## src/camera_trigger_pkg.sv

```systemverilog
// Shared constants for the camera trigger controller
package camera_trigger_pkg;
    // ==========================================================
    // Register byte offsets
    localparam logic [4:0] OFF_CTRL    = 5'h00;
    localparam logic [4:0] OFF_DELAY   = 5'h04;
    localparam logic [4:0] OFF_TIMEOUT = 5'h08;
    localparam logic [4:0] OFF_EXPOSE  = 5'h0c;
    localparam logic [4:0] OFF_STATUS  = 5'h10;
    localparam logic [4:0] OFF_ERRCNT  = 5'h14;
    localparam logic [4:0] OFF_IRQSTAT = 5'h18;
    localparam logic [4:0] OFF_IRQMASK = 5'h1c;
    // ==========================================================
    // Control fields
    localparam int CTRL_MODE_LSB  = 0;
    localparam int CTRL_DELAY_EN  = 2;
    localparam int CTRL_STATUS_EN = 3;
    localparam int CTRL_GLOBAL_EN = 4;
    localparam int CTRL_W         = 5;
    localparam logic [1:0] MODE_SOFT    = 2'h0;
    localparam logic [1:0] MODE_FALLING = 2'h1;
    localparam logic [1:0] MODE_RISING  = 2'h2;
    // ==========================================================
    // Interrupt bits
    localparam int IRQ_W        = 3;
    localparam int IRQ_CAPTURE  = 0;
    localparam int IRQ_TIMEOUT  = 1;
    localparam int IRQ_FRAME    = 2;
    // ==========================================================
    // Reset values
    localparam logic [CTRL_W-1:0] CTRL_RESET  = 5'h00;
    localparam logic [15:0]       DELAY_RESET = 16'h0000;
    localparam logic [15:0]       TOUT_RESET  = 16'h0000;
    localparam logic [15:0]       EXP_RESET   = 16'h0064;
    localparam logic [IRQ_W-1:0]  MASK_RESET  = 3'h0;
    // ==========================================================
    // Timing: 40 ns clock, 1 us and 1 ms tick enables
    localparam int CLK_PERIOD_NS = 40;
    localparam int TICK_US_NS    = 1000;
    localparam int US_CYCLES     = TICK_US_NS / CLK_PERIOD_NS;
    localparam int MS_US         = 1000;
    // ==========================================================
    // AXI response codes
    localparam logic [1:0] RESP_OKAY   = 2'h0;
    localparam logic [1:0] RESP_SLVERR = 2'h2;
    // ==========================================================
    // Capture sequencer states
    typedef enum logic [1:0] {
        ST_IDLE     = 2'b00,
        ST_DELAY    = 2'b01,
        ST_EXPOSE   = 2'b10,
        ST_TRANSFER = 2'b11
    } cap_state_e;
endpackage : camera_trigger_pkg

```

## src/camera_trigger_control.sv

```systemverilog
// Camera trigger controller with AXI4-Lite registers
//
// Functional notes
// [RL1] Falling mode: one capture per high-to-low edge on the trigger input.
// [RL2] Rising mode: one capture per low-to-high edge on the trigger input.
// [RL3] Software mode ignores the pin and captures back to back continuously.
// [RL4] With delay enabled, wait the programmed delay before exposure starts.
// [RL5] No trigger within timeout in trigger mode: flag it, bump error count.
// [RL6] With status enabled, sample the trigger pin level for host reads.
// [RL7] Global start in trigger mode exposes all sensor rows at once.
// [RL8] Exposure, then transfer; no new exposure until transfer has finished.
// [RL9] Synchronise pin, one request per edge, restart timeout on each trigger.
//
// Chosen here: the register offsets and register access over AXI4-Lite.
`timescale 1ns/1ps
module camera_trigger_control (
    // Clock and reset
    input  wire logic        mclk,
    input  wire logic        reset_n,
    // AXI4-Lite write address
    input  wire logic        s_axi_awvalid,
    output logic             s_axi_awready,
    input  wire logic [4:0]  s_axi_awaddr,
    // AXI4-Lite write data
    input  wire logic        s_axi_wvalid,
    output logic             s_axi_wready,
    input  wire logic [31:0] s_axi_wdata,
    input  wire logic [3:0]  s_axi_wstrb,
    // AXI4-Lite write response
    output logic             s_axi_bvalid,
    input  wire logic        s_axi_bready,
    output logic [1:0]       s_axi_bresp,
    // AXI4-Lite read address
    input  wire logic        s_axi_arvalid,
    output logic             s_axi_arready,
    input  wire logic [4:0]  s_axi_araddr,
    // AXI4-Lite read data
    output logic             s_axi_rvalid,
    input  wire logic        s_axi_rready,
    output logic [31:0]      s_axi_rdata,
    output logic [1:0]       s_axi_rresp,
    // External trigger pin
    input  wire logic        trigIn,
    // Sensor sequencing
    output logic             exposeStart,
    output logic             exposing,
    output logic             globalRows,
    output logic             transferReq,
    input  wire logic        transferDone,
    // Interrupt
    output logic             irq
);
    import camera_trigger_pkg::*;

    // ==========================================================
    // State record
    typedef struct packed {
        cap_state_e        st;
        logic              awDone;
        logic [4:0]        awAddr;
        logic              wDone;
        logic [31:0]       wData;
        logic [3:0]        wStrb;
        logic              bValid;
        logic [1:0]        bResp;
        logic              rValid;
        logic [1:0]        rResp;
        logic [31:0]       rData;
        logic [CTRL_W-1:0] ctrl;
        logic [15:0]       delayUs;
        logic [15:0]       timeoutMs;
        logic [15:0]       exposeUs;
        logic [15:0]       errCnt;
        logic [IRQ_W-1:0]  irqStat;
        logic [IRQ_W-1:0]  irqMask;
        logic [4:0]        usDiv;
        logic [9:0]        msDiv;
        logic [15:0]       timer;
        logic [15:0]       toCnt;
        logic              trigLevel;
        logic              exposing;
        logic              exposeStart;
        logic              transferReq;
        logic              globalRows;
    } ctl_s;

    ctl_s s;
    ctl_s next_s;

    logic pinLevel;
    logic pinRise;
    logic pinFall;

    // ==========================================================
    // Trigger pin conditioning
    trigger_sync u_sync (
        .mclk      (mclk),
        .reset_n   (reset_n),
        .trigIn    (trigIn),
        .level     (pinLevel),
        .risePulse (pinRise),
        .fallPulse (pinFall)
    );

    // Merge a write into a stored word, lane by lane
    function automatic logic [31:0] mergeStrb(input logic [31:0] old,
                                              input logic [31:0] data,
                                              input logic [3:0]  strb);
        logic [31:0] r;
        r = old;
        for (int i = 0; i < 4; i++) begin
            if (strb[i]) begin
                r[i*8 +: 8] = data[i*8 +: 8];
            end
        end
        return r;
    endfunction : mergeStrb

    // ==========================================================
    // Next-state logic
    always_comb begin
        logic              awHs;
        logic              wHs;
        logic [4:0]        wAddr;
        logic [31:0]       wVal;
        logic [3:0]        wSt;
        logic [31:0]       m;
        logic              usTick;
        logic              msTick;
        logic              hwMode;
        logic              trig;
        logic              toEvt;
        logic [IRQ_W-1:0]  setIrq;
        logic [IRQ_W-1:0]  clrIrq;
        logic [31:0]       rd;
        logic              rdOk;
        awHs   = s_axi_awvalid & s_axi_awready;
        wHs    = s_axi_wvalid & s_axi_wready;
        wAddr  = awHs ? s_axi_awaddr : s.awAddr;
        wVal   = wHs ? s_axi_wdata : s.wData;
        wSt    = wHs ? s_axi_wstrb : s.wStrb;
        m      = 32'h0;
        rd     = 32'h0;
        rdOk   = 1'b1;
        setIrq = '0;
        clrIrq = '0;
        toEvt  = 1'b0;
        trig   = 1'b0;
        next_s = s;

        next_s.exposeStart = 1'b0;
        next_s.transferReq = 1'b0;

        // Tick dividers; one enable pulse per microsecond and millisecond
        usTick = (s.usDiv == 5'(US_CYCLES - 1));
        msTick = usTick && (s.msDiv == 10'(MS_US - 1));
        next_s.usDiv = usTick ? 5'h00 : s.usDiv + 5'h01;
        if (usTick) begin
            next_s.msDiv = msTick ? 10'h000 : s.msDiv + 10'h001;
        end

        // Pin level is only captured while reporting is enabled
        if (s.ctrl[CTRL_STATUS_EN]) begin
            next_s.trigLevel = pinLevel; // RL6
        end

        // Trigger source selection
        hwMode = (s.ctrl[CTRL_MODE_LSB +: 2] == MODE_FALLING) ||
                 (s.ctrl[CTRL_MODE_LSB +: 2] == MODE_RISING);
        unique case (s.ctrl[CTRL_MODE_LSB +: 2])
            MODE_SOFT:    trig = 1'b1;    // RL3
            MODE_FALLING: trig = pinFall; // RL1
            MODE_RISING:  trig = pinRise; // RL2
            default:      trig = 1'b0;
        endcase

        // Capture sequencer; triggers outside IDLE are dropped
        unique case (s.st)
            ST_IDLE: begin
                if (trig) begin // RL8
                    setIrq[IRQ_CAPTURE] = 1'b1;
                    if (s.ctrl[CTRL_DELAY_EN] && s.delayUs != 16'h0000) begin
                        next_s.st    = ST_DELAY; // RL4
                        next_s.timer = s.delayUs;
                    end else begin
                        next_s.st          = ST_EXPOSE;
                        next_s.timer       = s.exposeUs;
                        next_s.exposing    = 1'b1;
                        next_s.exposeStart = 1'b1;
                        next_s.globalRows  = hwMode && s.ctrl[CTRL_GLOBAL_EN]; // RL7
                    end
                end
            end
            ST_DELAY: begin
                if (usTick) begin
                    next_s.timer = s.timer - 16'h0001;
                    if (s.timer <= 16'h0001) begin
                        next_s.st          = ST_EXPOSE; // RL4
                        next_s.timer       = s.exposeUs;
                        next_s.exposing    = 1'b1;
                        next_s.exposeStart = 1'b1;
                        next_s.globalRows  = hwMode && s.ctrl[CTRL_GLOBAL_EN]; // RL7
                    end
                end
            end
            ST_EXPOSE: begin
                // A zero exposure still lasts until the next microsecond tick
                if (usTick) begin
                    next_s.timer = s.timer - 16'h0001;
                    if (s.timer <= 16'h0001) begin
                        next_s.st          = ST_TRANSFER; // RL8
                        next_s.exposing    = 1'b0;
                        next_s.globalRows  = 1'b0;
                        next_s.transferReq = 1'b1;
                    end
                end
            end
            ST_TRANSFER: begin
                if (transferDone && !s.transferReq) begin
                    next_s.st              = ST_IDLE; // RL8
                    setIrq[IRQ_FRAME]      = 1'b1;
                end
            end
        endcase

        // Trigger timeout; counts only while waiting for a pin trigger
        if (!hwMode || s.timeoutMs == 16'h0000 || s.st != ST_IDLE || trig) begin
            next_s.toCnt = 16'h0000; // RL9
        end else if (msTick) begin
            if (s.toCnt + 16'h0001 >= s.timeoutMs) begin
                toEvt        = 1'b1; // RL5
                next_s.toCnt = 16'h0000;
            end else begin
                next_s.toCnt = s.toCnt + 16'h0001;
            end
        end
        setIrq[IRQ_TIMEOUT] = toEvt;

        // Write channel; address and data may come in either order
        if (awHs) begin
            next_s.awDone = 1'b1;
            next_s.awAddr = s_axi_awaddr;
        end
        if (wHs) begin
            next_s.wDone = 1'b1;
            next_s.wData = s_axi_wdata;
            next_s.wStrb = s_axi_wstrb;
        end
        if ((s.awDone || awHs) && (s.wDone || wHs)) begin
            next_s.awDone = 1'b0;
            next_s.wDone  = 1'b0;
            next_s.bValid = 1'b1;
            next_s.bResp  = RESP_OKAY;
            unique case ({wAddr[4:2], 2'b00})
                OFF_CTRL: begin
                    m           = mergeStrb({27'h0, s.ctrl}, wVal, wSt);
                    next_s.ctrl = m[CTRL_W-1:0];
                end
                OFF_DELAY: begin
                    m              = mergeStrb({16'h0, s.delayUs}, wVal, wSt);
                    next_s.delayUs = m[15:0];
                end
                OFF_TIMEOUT: begin
                    m                = mergeStrb({16'h0, s.timeoutMs}, wVal, wSt);
                    next_s.timeoutMs = m[15:0];
                end
                OFF_EXPOSE: begin
                    m               = mergeStrb({16'h0, s.exposeUs}, wVal, wSt);
                    next_s.exposeUs = m[15:0];
                end
                OFF_IRQMASK: begin
                    m              = mergeStrb({29'h0, s.irqMask}, wVal, wSt);
                    next_s.irqMask = m[IRQ_W-1:0];
                end
                OFF_STATUS, OFF_ERRCNT, OFF_IRQSTAT: begin
                    // Read-only words; the write is accepted and has no effect
                end
                default: next_s.bResp = RESP_SLVERR;
            endcase
        end
        if (s.bValid && s_axi_bready) begin
            next_s.bValid = 1'b0;
        end

        // Read channel; reading the interrupt status clears it
        unique case ({s_axi_araddr[4:2], 2'b00})
            OFF_CTRL:    rd = {27'h0, s.ctrl};
            OFF_DELAY:   rd = {16'h0, s.delayUs};
            OFF_TIMEOUT: rd = {16'h0, s.timeoutMs};
            OFF_EXPOSE:  rd = {16'h0, s.exposeUs};
            OFF_STATUS:  rd = {26'h0, s.st, s.globalRows, s.exposing,
                               s.st != ST_IDLE, s.trigLevel}; // RL6
            OFF_ERRCNT:  rd = {16'h0, s.errCnt};
            OFF_IRQSTAT: rd = {29'h0, s.irqStat};
            OFF_IRQMASK: rd = {29'h0, s.irqMask};
            default:     rdOk = 1'b0;
        endcase
        if (s_axi_arvalid && s_axi_arready) begin
            next_s.rValid = 1'b1;
            next_s.rData  = rd;
            next_s.rResp  = rdOk ? RESP_OKAY : RESP_SLVERR;
            if ({s_axi_araddr[4:2], 2'b00} == OFF_IRQSTAT) begin
                clrIrq = s.irqStat;
            end
        end
        if (s.rValid && s_axi_rready) begin
            next_s.rValid = 1'b0;
        end

        // Error count wraps; a fresh event beats a same-cycle clear
        if (toEvt) begin
            next_s.errCnt = s.errCnt + 16'h0001; // RL5
        end
        next_s.irqStat = (s.irqStat & ~clrIrq) | setIrq;
    end

    // ==========================================================
    // State register
    always_ff @(posedge mclk or negedge reset_n) begin
        if (!reset_n) begin
            s           <= '0;
            s.st        <= ST_IDLE;
            s.ctrl      <= CTRL_RESET;
            s.delayUs   <= DELAY_RESET;
            s.timeoutMs <= TOUT_RESET;
            s.exposeUs  <= EXP_RESET;
            s.irqMask   <= MASK_RESET;
        end else begin
            s <= next_s;
        end
    end

    // ==========================================================
    // Outputs
    assign s_axi_awready = !s.awDone && !s.bValid;
    assign s_axi_wready  = !s.wDone && !s.bValid;
    assign s_axi_bvalid  = s.bValid;
    assign s_axi_bresp   = s.bResp;
    assign s_axi_arready = !s.rValid;
    assign s_axi_rvalid  = s.rValid;
    assign s_axi_rdata   = s.rData;
    assign s_axi_rresp   = s.rResp;
    assign exposeStart   = s.exposeStart;
    assign exposing      = s.exposing;
    assign globalRows    = s.globalRows;  // RL7
    assign transferReq   = s.transferReq;
    assign irq           = |(s.irqStat & s.irqMask);
endmodule : camera_trigger_control

```

## src/trigger_sync.sv

```systemverilog
// Trigger input synchroniser and edge detector
`timescale 1ns/1ps
module trigger_sync (
    // Clock and reset
    input  wire logic mclk,
    input  wire logic reset_n,
    // Raw trigger pin
    input  wire logic trigIn,
    // Clean level and one-cycle edge pulses
    output logic      level,
    output logic      risePulse,
    output logic      fallPulse
);
    typedef struct packed {
        logic meta;
        logic sync;
        logic prev;
    } sync_s;

    sync_s s;
    sync_s next_s;

    // Only the second stage and its delayed copy feed the edge logic
    always_comb begin
        next_s      = s;
        next_s.meta = trigIn;
        next_s.sync = s.meta;
        next_s.prev = s.sync;
    end

    always_ff @(posedge mclk or negedge reset_n) begin
        if (!reset_n) begin
            s <= '0;
        end else begin
            s <= next_s;
        end
    end

    assign level     = s.sync;
    assign risePulse = s.sync & ~s.prev; // RL9
    assign fallPulse = ~s.sync & s.prev; // RL9
endmodule : trigger_sync

```

## config.mk

```make
export PLATFORM = sky130hd
export DESIGN_NAME = camera_trigger_control
export DESIGN_NICKNAME = d
export VERILOG_FILES = /design/src/camera_trigger_pkg.sv /design/src/camera_trigger_control.sv /design/src/trigger_sync.sv
export SDC_FILE = /design/constraint.sdc
export NUM_CORES = 1
export LEC_CHECK = 0
export BUFFER_PORTS_ARGS = -buffer_cell sky130_fd_sc_hd__buf_2
export CORE_MARGIN = 3
export CORE_UTILIZATION = 59
export DETAILED_ROUTE_END_ITERATION = 7
export GPL_TIMING_DRIVEN = 0
export PLACE_DENSITY = 0.8
export SLEW_MARGIN = 25
export SYNTH_ARGS = -nofsm -noshare
export SYNTH_HDL_FRONTEND = slang
export SYNTH_HIERARCHICAL = 1
export SYNTH_SLANG_ARGS = --single-unit
```

## constraint.sdc

```tcl
create_clock -name mclk -period 4.6 [get_ports mclk]
set_input_delay 0.69 -clock mclk [delete_from_list [all_inputs] [get_ports mclk]]
set_output_delay 0.69 -clock mclk [all_outputs]
set_load 0.005 [all_outputs]
```

==> results of run 1 <==
-- per-layer routing --
metal  GRT usage, %  vias up  wire (um)
met5              0        -          0
met4           12.0        0        975
met3           5.92       67       1870
met2           43.1      363      10800
met1           40.2     3729      10800
li1               -     3576          -
-- placed cells by master (no fill, tap or decap), types with 4 or more instances in the layout --
master | Yosys | layout
and4_1 | 5 | 5
a22oi_1 | 14 | 14
clkbuf_1 | 38 | 39
mux2_2 | 40 | 40
nor2b_1 | 10 | 10
nand4_1 | 14 | 14
dfrtp_1 | 170 | 170
o22ai_1 | 4 | 4
or4_1 | 6 | 6
nand3_1 | 21 | 21
buf_2 | 2 | 58
a211oi_1 | 8 | 8
and2_1 | 7 | 7
o21ai_1 | 6 | 6
or3_1 | 4 | 4
a21oi_1 | 46 | 46
conb_1 | 1 | 20
and3_1 | 11 | 11
ha_1 | 32 | 32
clkbuf_8 | 0 | 4
mux2i_1 | 22 | 22
nor3_1 | 17 | 17
nand2_1 | 90 | 90
clkbuf_16 | 0 | 17
nor2_1 | 64 | 64
xor2_1 | 17 | 17
nor4_1 | 13 | 13
a221oi_1 | 12 | 12
nand2b_1 | 6 | 6
inv_1 | 51 | 51
xnor2_1 | 23 | 23
buf_4 | 37 | 37
a31oi_1 | 7 | 7
o211ai_1 | 6 | 6
a32o_1 | 18 | 18
o31ai_1 | 5 | 5
a22o_1 | 6 | 6
o21ai_0 | 59 | 59
-- kinds of logic after synthesis --
group                      count (synthesis)
and+or+nand+nor                          286
AOI/OAI and AO/OA                        222
DFF                                      173
buffers and inverters                    132
muxes                                     67
xor gates and xnor gates                  40
adders and majority gates                 32
other                                      1
-- through the flow --
step,area [um^2],setup WS [ps]
final,10700,662
after global routing,10700,460
after CTS,10700,733
after detailed placement,10100,767
after global placement,10000,156
after floorplan,9490,1430
-- power by group --
part / switching (mW) / total (mW) / internal [mW]
clock network: 0.627 / 1.44 / 0.813
logic: 1.46 / 2.46 / 1.00
registers: 0.517 / 2.52 / 2.00
-- state kept, by name, summed over array words and instances, names as in the netlist --
register and flops:
exposeStart 1, exposing 1, globalRows 1, s 148, s_axi_bvalid 1, s_axi_rdata 16
s_axi_rvalid 1, transferReq 1, u_sync/level 1, u_sync/next_s 1, u_sync/s 1
-- worst paths after layout --
path / to
worst max-delay path: s[59]
worst min-delay path: s[57]
worst max register to register: s[59]
worst min register to register: u_sync/level
max in group asynchronous: s[80]
min in group mclk: u_sync/level
-- worst register-to-register path, cell delays in order (launching register included) --
cell      delay [ps]
dfrtp_1          440
ha_1             250
nand3_1          180
or2_2            330
nor2_1           120
xnor2_1          100
ha_1             290
and4_1           210
nor4b_1          320
a21boi_0         200
a21oi_1          760
nand2_1          260
mux2_1           370
-- final cells by class --
class	instances	area (um^2)
well taps	211	264
repair buffers	58	323
plain buffers	81	453
inverters	51	191
multi-input cells	667	4510
clock inverters	9	101
flip-flops and latches	173	4330
clock buffers	22	484
fillers	1207	4770
==> out/metrics.yaml, run 1 <==
status:
  status: "finished clean"
sta:
  setup_viol: 0
  worst_slew_pin_slew_ps: 906
  whs_ps: 202
  drv_slew: 0
  hold_viol: 0
  finClkSkew_ps: 8.48
  fmax_mhz: 254
  min_period_over_period_pct: 85.6
  grt_setup_unrepaired: "false"
  slew_headroom_pct: 39.6
  finalSetupTns_ps: 0
  period_needed_ps: 3940
critical_path:
  cp_top_family: "simple AND/OR/NAND/NOR gates"
  crit_slowest_cell: "a21oi_1"
  critPathMaxFanout: 9
  reg2reg_slack_ps: 660
  crit_cells: 12
  r2r_cells: 12
  cp-start-kind: "register"
  path_buf_inv: 0
  critPathMaxStageDelay_ps: 760
  crit_path_frequent_cell: "ha_1"
  regToRegStartpoint: "s[5]"
  startpoint: "s[5]"
  crit_required_ps: 4910
  cp-end-kind: "register"
  critPathArrivalTime_ps: 4250
  crit_type: "register to register"
  crit_chain: "ha_1, nand3_1, or2_2, nor2_1, xnor2_1, ha_1, and4_1, nor4b_1, a21boi_0, a21oi_1, nand2_1, mux2_1"
grt:
  grt_pass1_wl_mm: 39.4
  grt_antenna_before_repair: 0
  grt_usage_pct: 28.5
  grt_pass1_vias: 7311
  grt_max_degree: 96
  grt-ovfl-total: 0
detailed_routing:
  drc: 0
  drt_iter0_drc: 657
  ant_nets: 0
  wirelength_mm: 24.5
  via_per_inst: 6.08
  avgRoutedWirePerCell_um: 19.2
  dr.pass1.iters: 5
  via_count: 7735
place:
  numPortBuffers: 57
  dp_hpwl_mm: 18.2
  gp_congestion: 1.05
  dp_cells: 1241
cells_and_area:
  n_antenna_cell: 0
  nNetsFinal: 1136
  post-route-util_pct: 69.1
  drive_gt1_share_pct: 17.4
  fin_cells: 1272
  syn_to_final_growth_pct: 13.2
clock_network:
  clockBufferDepth: 2
  cts_max_level: 4
  cts.clk_slew.worst_paths_ps: 60
  cts_sinks: 173
  clk_latency_ps: 440
  cts_buffers: 17
  cts_resized: 0
  cts_tree: "built"
  post_cts_buffers: 0
  cts-root-buf: "clkbuf_16"
  cts_hold_buf: 0
logic_synthesis:
  synth-seq-area-share_pct: 46.0
  synth.avg_cell_area_um2: 9.88
  ys.flop_type: "dfrtp_1"
  yosysTopAreaCell: "dfrtp_1"
  netlist_instances: 953
  ys_top_cells_by_count: "170 x dfrtp_1, 90 x nand2_1, 64 x nor2_1, 59 x o21ai_0, 51 x inv_1"
  synth.most_common_cell: "dfrtp_1"
  yosys.area.top_type_share_pct: 45.2
  yosys.area_share.xor_xnor_pct: 3.72
  syn-cell-area_um2: 9410
  synth_edf_count: 0
  synth_top_family_by_area: "compound AO/OA/AOI/OAI gates"
  yosys-top-cells-area: "dfrtp_1 45%, mux2_2 4.8%, ha_1 4.3%"
  yosysUniqueCellTypes: 74
  synth-simple-area-share_pct: 15.2
  ys_ff_latch: 173
  synth_fa_ha_area_share_pct: 4.25
  yosys-mux-area-fraction_pct: 8.04
  synth_compound_area_share_pct: 15.9
  synth_warnings: 6
  async_reset_ff_share_pct: 100
power_and_ir_drop:
  total_power_mw: 6.42
  power_density_nw_per_um2: 602
  peakVddDrop_mv: 0.364
  p_leak_nw: 4.92
worst_hold_path:
  hold_path_class: "input pin to async pin"
job:
  timing.max_cap.violations: 0
floorplan:
  start_util_pct: 61.0
  die_w_um: 132
  coreArea_um2: 15400
  fp.dieH_um: 132
  num_rows: 45
  ios: 101
  dieArea_um2: 17500
No activity file was read; power rests on OpenSTA's default activity.
==> run 2, diff against run 1 <==
- REMOVE_ABC_BUFFERS: default -> 1
==> run 2 against run 1 <==
Effect of this change: non-clock buffer count fell by 72; maximum frequency fell by 4.6%; power fell by 3.1%; die area did not move.
==> out/metrics.yaml, run 2 (same netlist as run 1, synthesis figures left out) <==
clock_network:
  clk_latency_ps: 450  # about the same
  cts_tree: "built"
  cts.clk_slew.worst_paths_ps: 70  # about the same
  cts_buffers: 17  # unchanged
  post_cts_buffers: 0  # unchanged
  cts-root-buf: "clkbuf_16"
  cts_sinks: 173  # unchanged
  cts_hold_buf: 0  # unchanged
  cts_resized: 0  # unchanged
  cts_max_level: 4  # unchanged
  clockBufferDepth: 2  # unchanged
place:
  numPortBuffers: 58  # +1.8%
  gp_congestion: 0.957  # -9.0%
  dp_hpwl_mm: 16.5  # -9.2%
cells_and_area:
  post-route-util_pct: 66.7  # -2.3 points
  fillCellCount: 1219  # +0.99%
  layout_commonest_cell: "dfrtp_1"
  nNetsFinal: 1064  # -6.3%
  regMostFlops: "s"
  n_antenna_cell: 0  # unchanged
  syn_to_final_growth_pct: 9.37
  drive_gt1_share_pct: 16.4  # -1.1 points
  mostFrequentLayoutCells: "170 x dfrtp_1, 89 x nand2_1, 64 x nor2_1"
  largest_reg_flops: 148  # unchanged
sta:
  grt_setup_unrepaired: "false"
  whs_ps: 195  # -6.43 ps
  min_period_over_period_pct: 89.7  # +4.1 points
  setup_viol: 0  # unchanged
  period_needed_ps: 4130  # +189 ps
  fmax_mhz: 242  # -4.6%
  drv_slew: 0  # unchanged
  worst_slew_pin_slew_ps: 974  # +67.8 ps
  finalSetupTns_ps: 0  # unchanged
  slew_headroom_pct: 35.1  # -4.5 points
  finClkSkew_ps: 12.9  # +4.39 ps
  hold_viol: 0  # unchanged
critical_path:
  cp-start-kind: "register"
  crit_type: "register to register"
  critPathMaxFanout: 9  # unchanged
  critPathArrivalTime_ps: 4450  # +200 ps
  critPathMaxStageDelay_ps: 810  # +50 ps
  crit_chain: "inv_1, ha_1, nand4b_2, nor4_2, buf_2, nand4bb_1, a21oi_1, nand2_1, mux2_1"
  cp-end-kind: "register"
  crit_slowest_cell: "nor4_2"
  crit_required_ps: 4930  # +20 ps
power_and_ir_drop:
  power_density_nw_per_um2: 604  # +0.31%
  p_leak_nw: 4.71  # -4.3%
  total_power_mw: 6.22  # -3.1%
  peakVddDrop_mv: 0.389  # +7.1%
grt:
  grt_usage_pct: 26.6  # -1.9 points
  grt_antenna_before_repair: 0  # unchanged
  grt_pass1_vias: 7076  # -3.2%
  grt_max_degree: 92  # -4.2%
  grt_pass1_wl_mm: 37.0  # -6.0%
  grt-ovfl-total: 0  # unchanged
floorplan:
  fp.dieH_um: 132  # unchanged
  ios: 101  # unchanged
  start_util_pct: 61.0  # unchanged
  num_rows: 45  # unchanged
  coreArea_um2: 15400  # unchanged
  die_w_um: 132  # unchanged
  dieArea_um2: 17500  # unchanged
detailed_routing:
  avgRoutedWirePerCell_um: 19.0  # -1.2%
  drc: 0  # unchanged
  drt_iter0_drc: 638  # -2.9%
  wirelength_mm: 22.8  # -6.7%
  dr.pass1.iters: 5  # unchanged
  ant_nets: 0  # unchanged
  via_per_inst: 6.09  # about the same
  via_count: 7309  # -5.5%
status:
  status: "finished clean"
worst_hold_path:
  hold_path_class: "input pin to async pin"
job:
  timing.max_cap.violations: 0  # unchanged
run 2: cell count changes in the layout (fill, tap and decap cells not counted), moves of 2 or more:
cell and change:
clkinv_4 +4, clkinvlp_4 -2, clkbuf_1 -38, clkbuf_8 -4, nor3_2 +2, buf_2 +2
clkinv_8 +3, buf_1 -3, buf_4 -32, nor3_1 -2
run 2: path summary, 6_finish.rpt:
check	startpoint	endpoint	slack [ps]	depth (start not counted)
max	s[47]	s[59]	470	9
min	reset_n	s[45]	200	1
max reg2reg	s[47]	s[59]	470	9
min reg2reg	u_sync/next_s[1]	u_sync/level	350	0
max in group asynchronous	reset_n	s[98]	3550	2
min in group mclk	trigIn	u_sync/next_s[1]	340	1
run 2: power breakdown:
| part | leakage (nW) | internal (mW) | switching [mW] |
|---|---|---|---|
| Sequential | 2.21 | 2.00 | 0.451 |
| Combinational | 2.22 | 0.949 | 1.41 |
| Clock | 0.280 | 0.723 | 0.688 |
run 2: layer usage:
| layer | up-vias | routed length [um] | GRT usage (%) |
|---|---|---|---|
| met5 | - | 0 | 0 |
| met4 | 0 | 539 | 8.26 |
| met3 | 42 | 1910 | 7.10 |
| met2 | 302 | 10600 | 42.2 |
| met1 | 3538 | 9750 | 36.1 |
| li1 | 3427 | - | - |
run 2: metrics by stage:
stage / std cells / instance area (um^2) / worst slack (ps)
floorplan: 891 / 9030 / 685
global placement: 1160 / 9590 / -980
detailed placement: 1169 / 9710 / 601
CTS: 1201 / 10300 / 564
global route: 1201 / 10300 / 125
finish: 1201 / 10300 / 473
run 2: cell type report:
cell class | count | area [um^2] | area share, %
Clock buffer | 18 | 429 | 4.17
Inverter | 51 | 191 | 1.86
Timing Repair Buffer | 67 | 380 | 3.69
Clock inverter | 14 | 151 | 1.47
Sequential cell | 173 | 4330 | 42.1
Multi-Input combinational cell | 667 | 4550 | 44.2
Tap cell | 211 | 264 | 2.56
run 2: worst max-delay path, delay by kind of cell (launching register included):
kind | cells | cell delay (ps)
compound gates | 1 | 770
fa+ha+maj | 1 | 180
buf+inv | 2 | 410
flops | 1 | 420
mux | 1 | 360
simple gates | 4 | 1860
==> run 3, diff against run 2 <==
- CORE_UTILIZATION: 59 -> 55
- PLACE_DENSITY: 0.8 -> 0.75
==> run 3 against run 2 <==
Effect of this change: die area increased by 6.9%; register-to-register slack improved by 30 ps; first-iteration DRC count decreased by 6.9%; power decreased by 0.22%; design area increased by 0.22%; routed wire length decreased by 0.17%; critical path type unchanged; largest power group unchanged.
==> out/metrics.yaml, run 3 (same netlist as run 1, synthesis figures left out) <==
clock_network:
  cts_resized: 0  # unchanged
  clk_latency_ps: 440  # about the same
  cts-root-buf: "clkbuf_16"
  cts_max_level: 4  # unchanged
  cts_hold_buf: 0  # unchanged
  post_cts_buffers: 0  # unchanged
  clockBufferDepth: 2  # unchanged
  cts.clk_slew.worst_paths_ps: 70  # about the same
  cts_sinks: 173  # unchanged
  cts_buffers: 17  # unchanged
  cts_tree: "built"
floorplan:
  dieArea_um2: 18700  # +6.9%
  die_w_um: 137  # +3.4%
  ios: 101  # unchanged
  coreArea_um2: 16600  # +7.9%
  start_util_pct: 56.6  # -4.5 points
  num_rows: 47  # +4.4%
  fp.dieH_um: 137  # +3.4%
cells_and_area:
  post-route-util_pct: 62.0  # -4.7 points
  fillCellCount: 1359  # +11%
  syn_to_final_growth_pct: 9.61
  layout_commonest_cell: "dfrtp_1"
  nNetsFinal: 1063  # -0.094%
  mostFrequentLayoutCells: "170 x dfrtp_1, 90 x nand2_1, 64 x nor2_1"
  n_antenna_cell: 0  # unchanged
  fin_cells: 1209  # +0.67%
  regMostFlops: "s"
  drive_gt1_share_pct: 16.3  # -0.085 points
  largest_reg_flops: 148  # unchanged
power_and_ir_drop:
  peakVddDrop_mv: 0.393  # +0.86%
  switchingPower_mw: 2.52  # -1.2%
  p_comb_share_pct: 37.2  # -0.7 points
  swShare_pct: 40.6  # -0.42 points
  power_density_nw_per_um2: 602  # -0.43%
  p_seq_share_pct: 39.5  # about the same
  p_clk_share_pct: 23.3  # +0.6 points
  p_leak_nw: 4.72  # +0.21%
  p_int_mw: 3.69  # +0.49%
detailed_routing:
  via_per_inst: 6.06  # -0.44%
  via_count: 7325  # +0.22%
  dr.pass1.iters: 5  # unchanged
  wirelength_mm: 22.8  # -0.17%
  ant_nets: 0  # unchanged
  avgRoutedWirePerCell_um: 18.8  # -0.83%
  drc: 0  # unchanged
  drt_iter0_drc: 594  # -6.9%
critical_path:
  crit_path_frequent_cell: "ha_1"
  crit_slowest_cell: "a21oi_1"
  cp-start-kind: "register"
  critPathMaxStageDelay_ps: 680  # -130 ps
  crit_chain: "ha_1, nand3_1, or2_2, nor2_1, xnor2_1, ha_1, and4_1, nor4b_1, a21boi_0, a21oi_1, nand2_1, mux2_1"
  cp-end-kind: "register"
  critPathArrivalTime_ps: 4410  # -40 ps
  crit_type: "register to register"
  crit_required_ps: 4920  # about the same
  critPathMaxFanout: 9  # unchanged
sta:
  slew_headroom_pct: 33.1  # -2.0 points
  min_period_over_period_pct: 89.0  # -0.73 points
  worst_slew_pin_slew_ps: 1000  # +28.2 ps
  setup_viol: 0  # unchanged
  grt_setup_unrepaired: "false"
  drv_slew: 0  # unchanged
  period_needed_ps: 4090  # -33.5 ps
  hold_viol: 0  # unchanged
  fmax_mhz: 244  # +0.82%
  finClkSkew_ps: 11.0  # -1.91 ps
place:
  dp_cells: 1177  # +0.68%
  numPortBuffers: 58  # unchanged
  dp_hpwl_mm: 16.6  # about the same
  gp_congestion: 0.928  # -3.0%
grt:
  grt-ovfl-total: 0  # unchanged
  grt_pass1_vias: 6863  # -3.0%
  grt_max_degree: 88  # -4.3%
  grt_pass1_wl_mm: 37.1  # +0.32%
  grt_antenna_before_repair: 0  # unchanged
  grt_usage_pct: 25.4  # -1.2 points
status:
  status: "finished clean"
job:
  timing.max_cap.violations: 0  # unchanged
worst_hold_path:
  hold_path_class: "input pin to async pin"
[run 3: cell types whose count changed in the layout (fill, tap and decap cells not counted), sizes merged]
cell,before,now
clkinvlp,1,0
clkinv,7,6
inv,57,59
buf,67,66
[run 3: critical path, delay by kind of cell (launching register included)]
| family | cells | cell delay [ps] |
|---|---|---|
| AO/OA/AOI/OAI | 2 | 1010 |
| adder cells (fa/ha/maj) | 2 | 560 |
| flip-flops | 1 | 450 |
| multiplexers | 1 | 360 |
| AND/OR/NAND/NOR | 6 | 1480 |
| XOR/XNOR | 1 | 120 |
[run 3: final timing paths]
path                             startpoint          endpoint  slack (ps)  cells past startpoint
setup / recovery                       s[5]             s[59]         510                     12
hold / removal                      reset_n      s_axi_rvalid         230                      1
setup reg to reg                       s[5]             s[59]         510                     12
hold reg to reg            u_sync/next_s[1]      u_sync/level         360                      0
max in group asynchronous           reset_n             s[97]        3500                      2
min in group mclk                    trigIn  u_sync/next_s[1]         350                      1
[run 3: final cells by class]
class,instances,area [um^2],share of cell area (%)
multi-input cells,667,4540,44.0
flip-flops and latches,173,4330,42.0
clock buffers,18,439,4.26
repair buffers,66,373,3.61
well taps,220,275,2.67
inverters,51,191,1.86
clock inverters,14,163,1.58
[run 3: power by group through the flow]
| stage | registers, mW | logic [mW] | clock network [mW] |
|---|---|---|---|
| 2_1_floorplan | 2.29 | 1.64 | 0 |
| 3_3_place_gp | 2.44 | 2.19 | 0 |
| 3_5_place_dp | 2.46 | 2.28 | 0 |
| 4_1_cts | 2.44 | 2.30 | 1.46 |
| 5_1_grt | 2.50 | 2.58 | 1.54 |
| 6_report | 2.45 | 2.31 | 1.44 |
[run 3: per-layer routing]
layer	wire, um	global-route usage, %
met2	10900	40.3
met1	10100	36.6
met3	1400	4.45
met5	0	0
met4	352	6.26
[run 3: metrics by stage]
stage	TNS [ps]	hold WS, ps	setup WS, ps	area [um^2]	total power, mW
after floorplan	0	331	685	9030	3.93
after global placement	-12980	333	-758	9600	4.63
after detailed placement	0	342	593	9720	4.75
after CTS	0	268	544	10300	6.20
after global routing	0	272	140	10300	6.62
final	0	229	506	10300	6.21
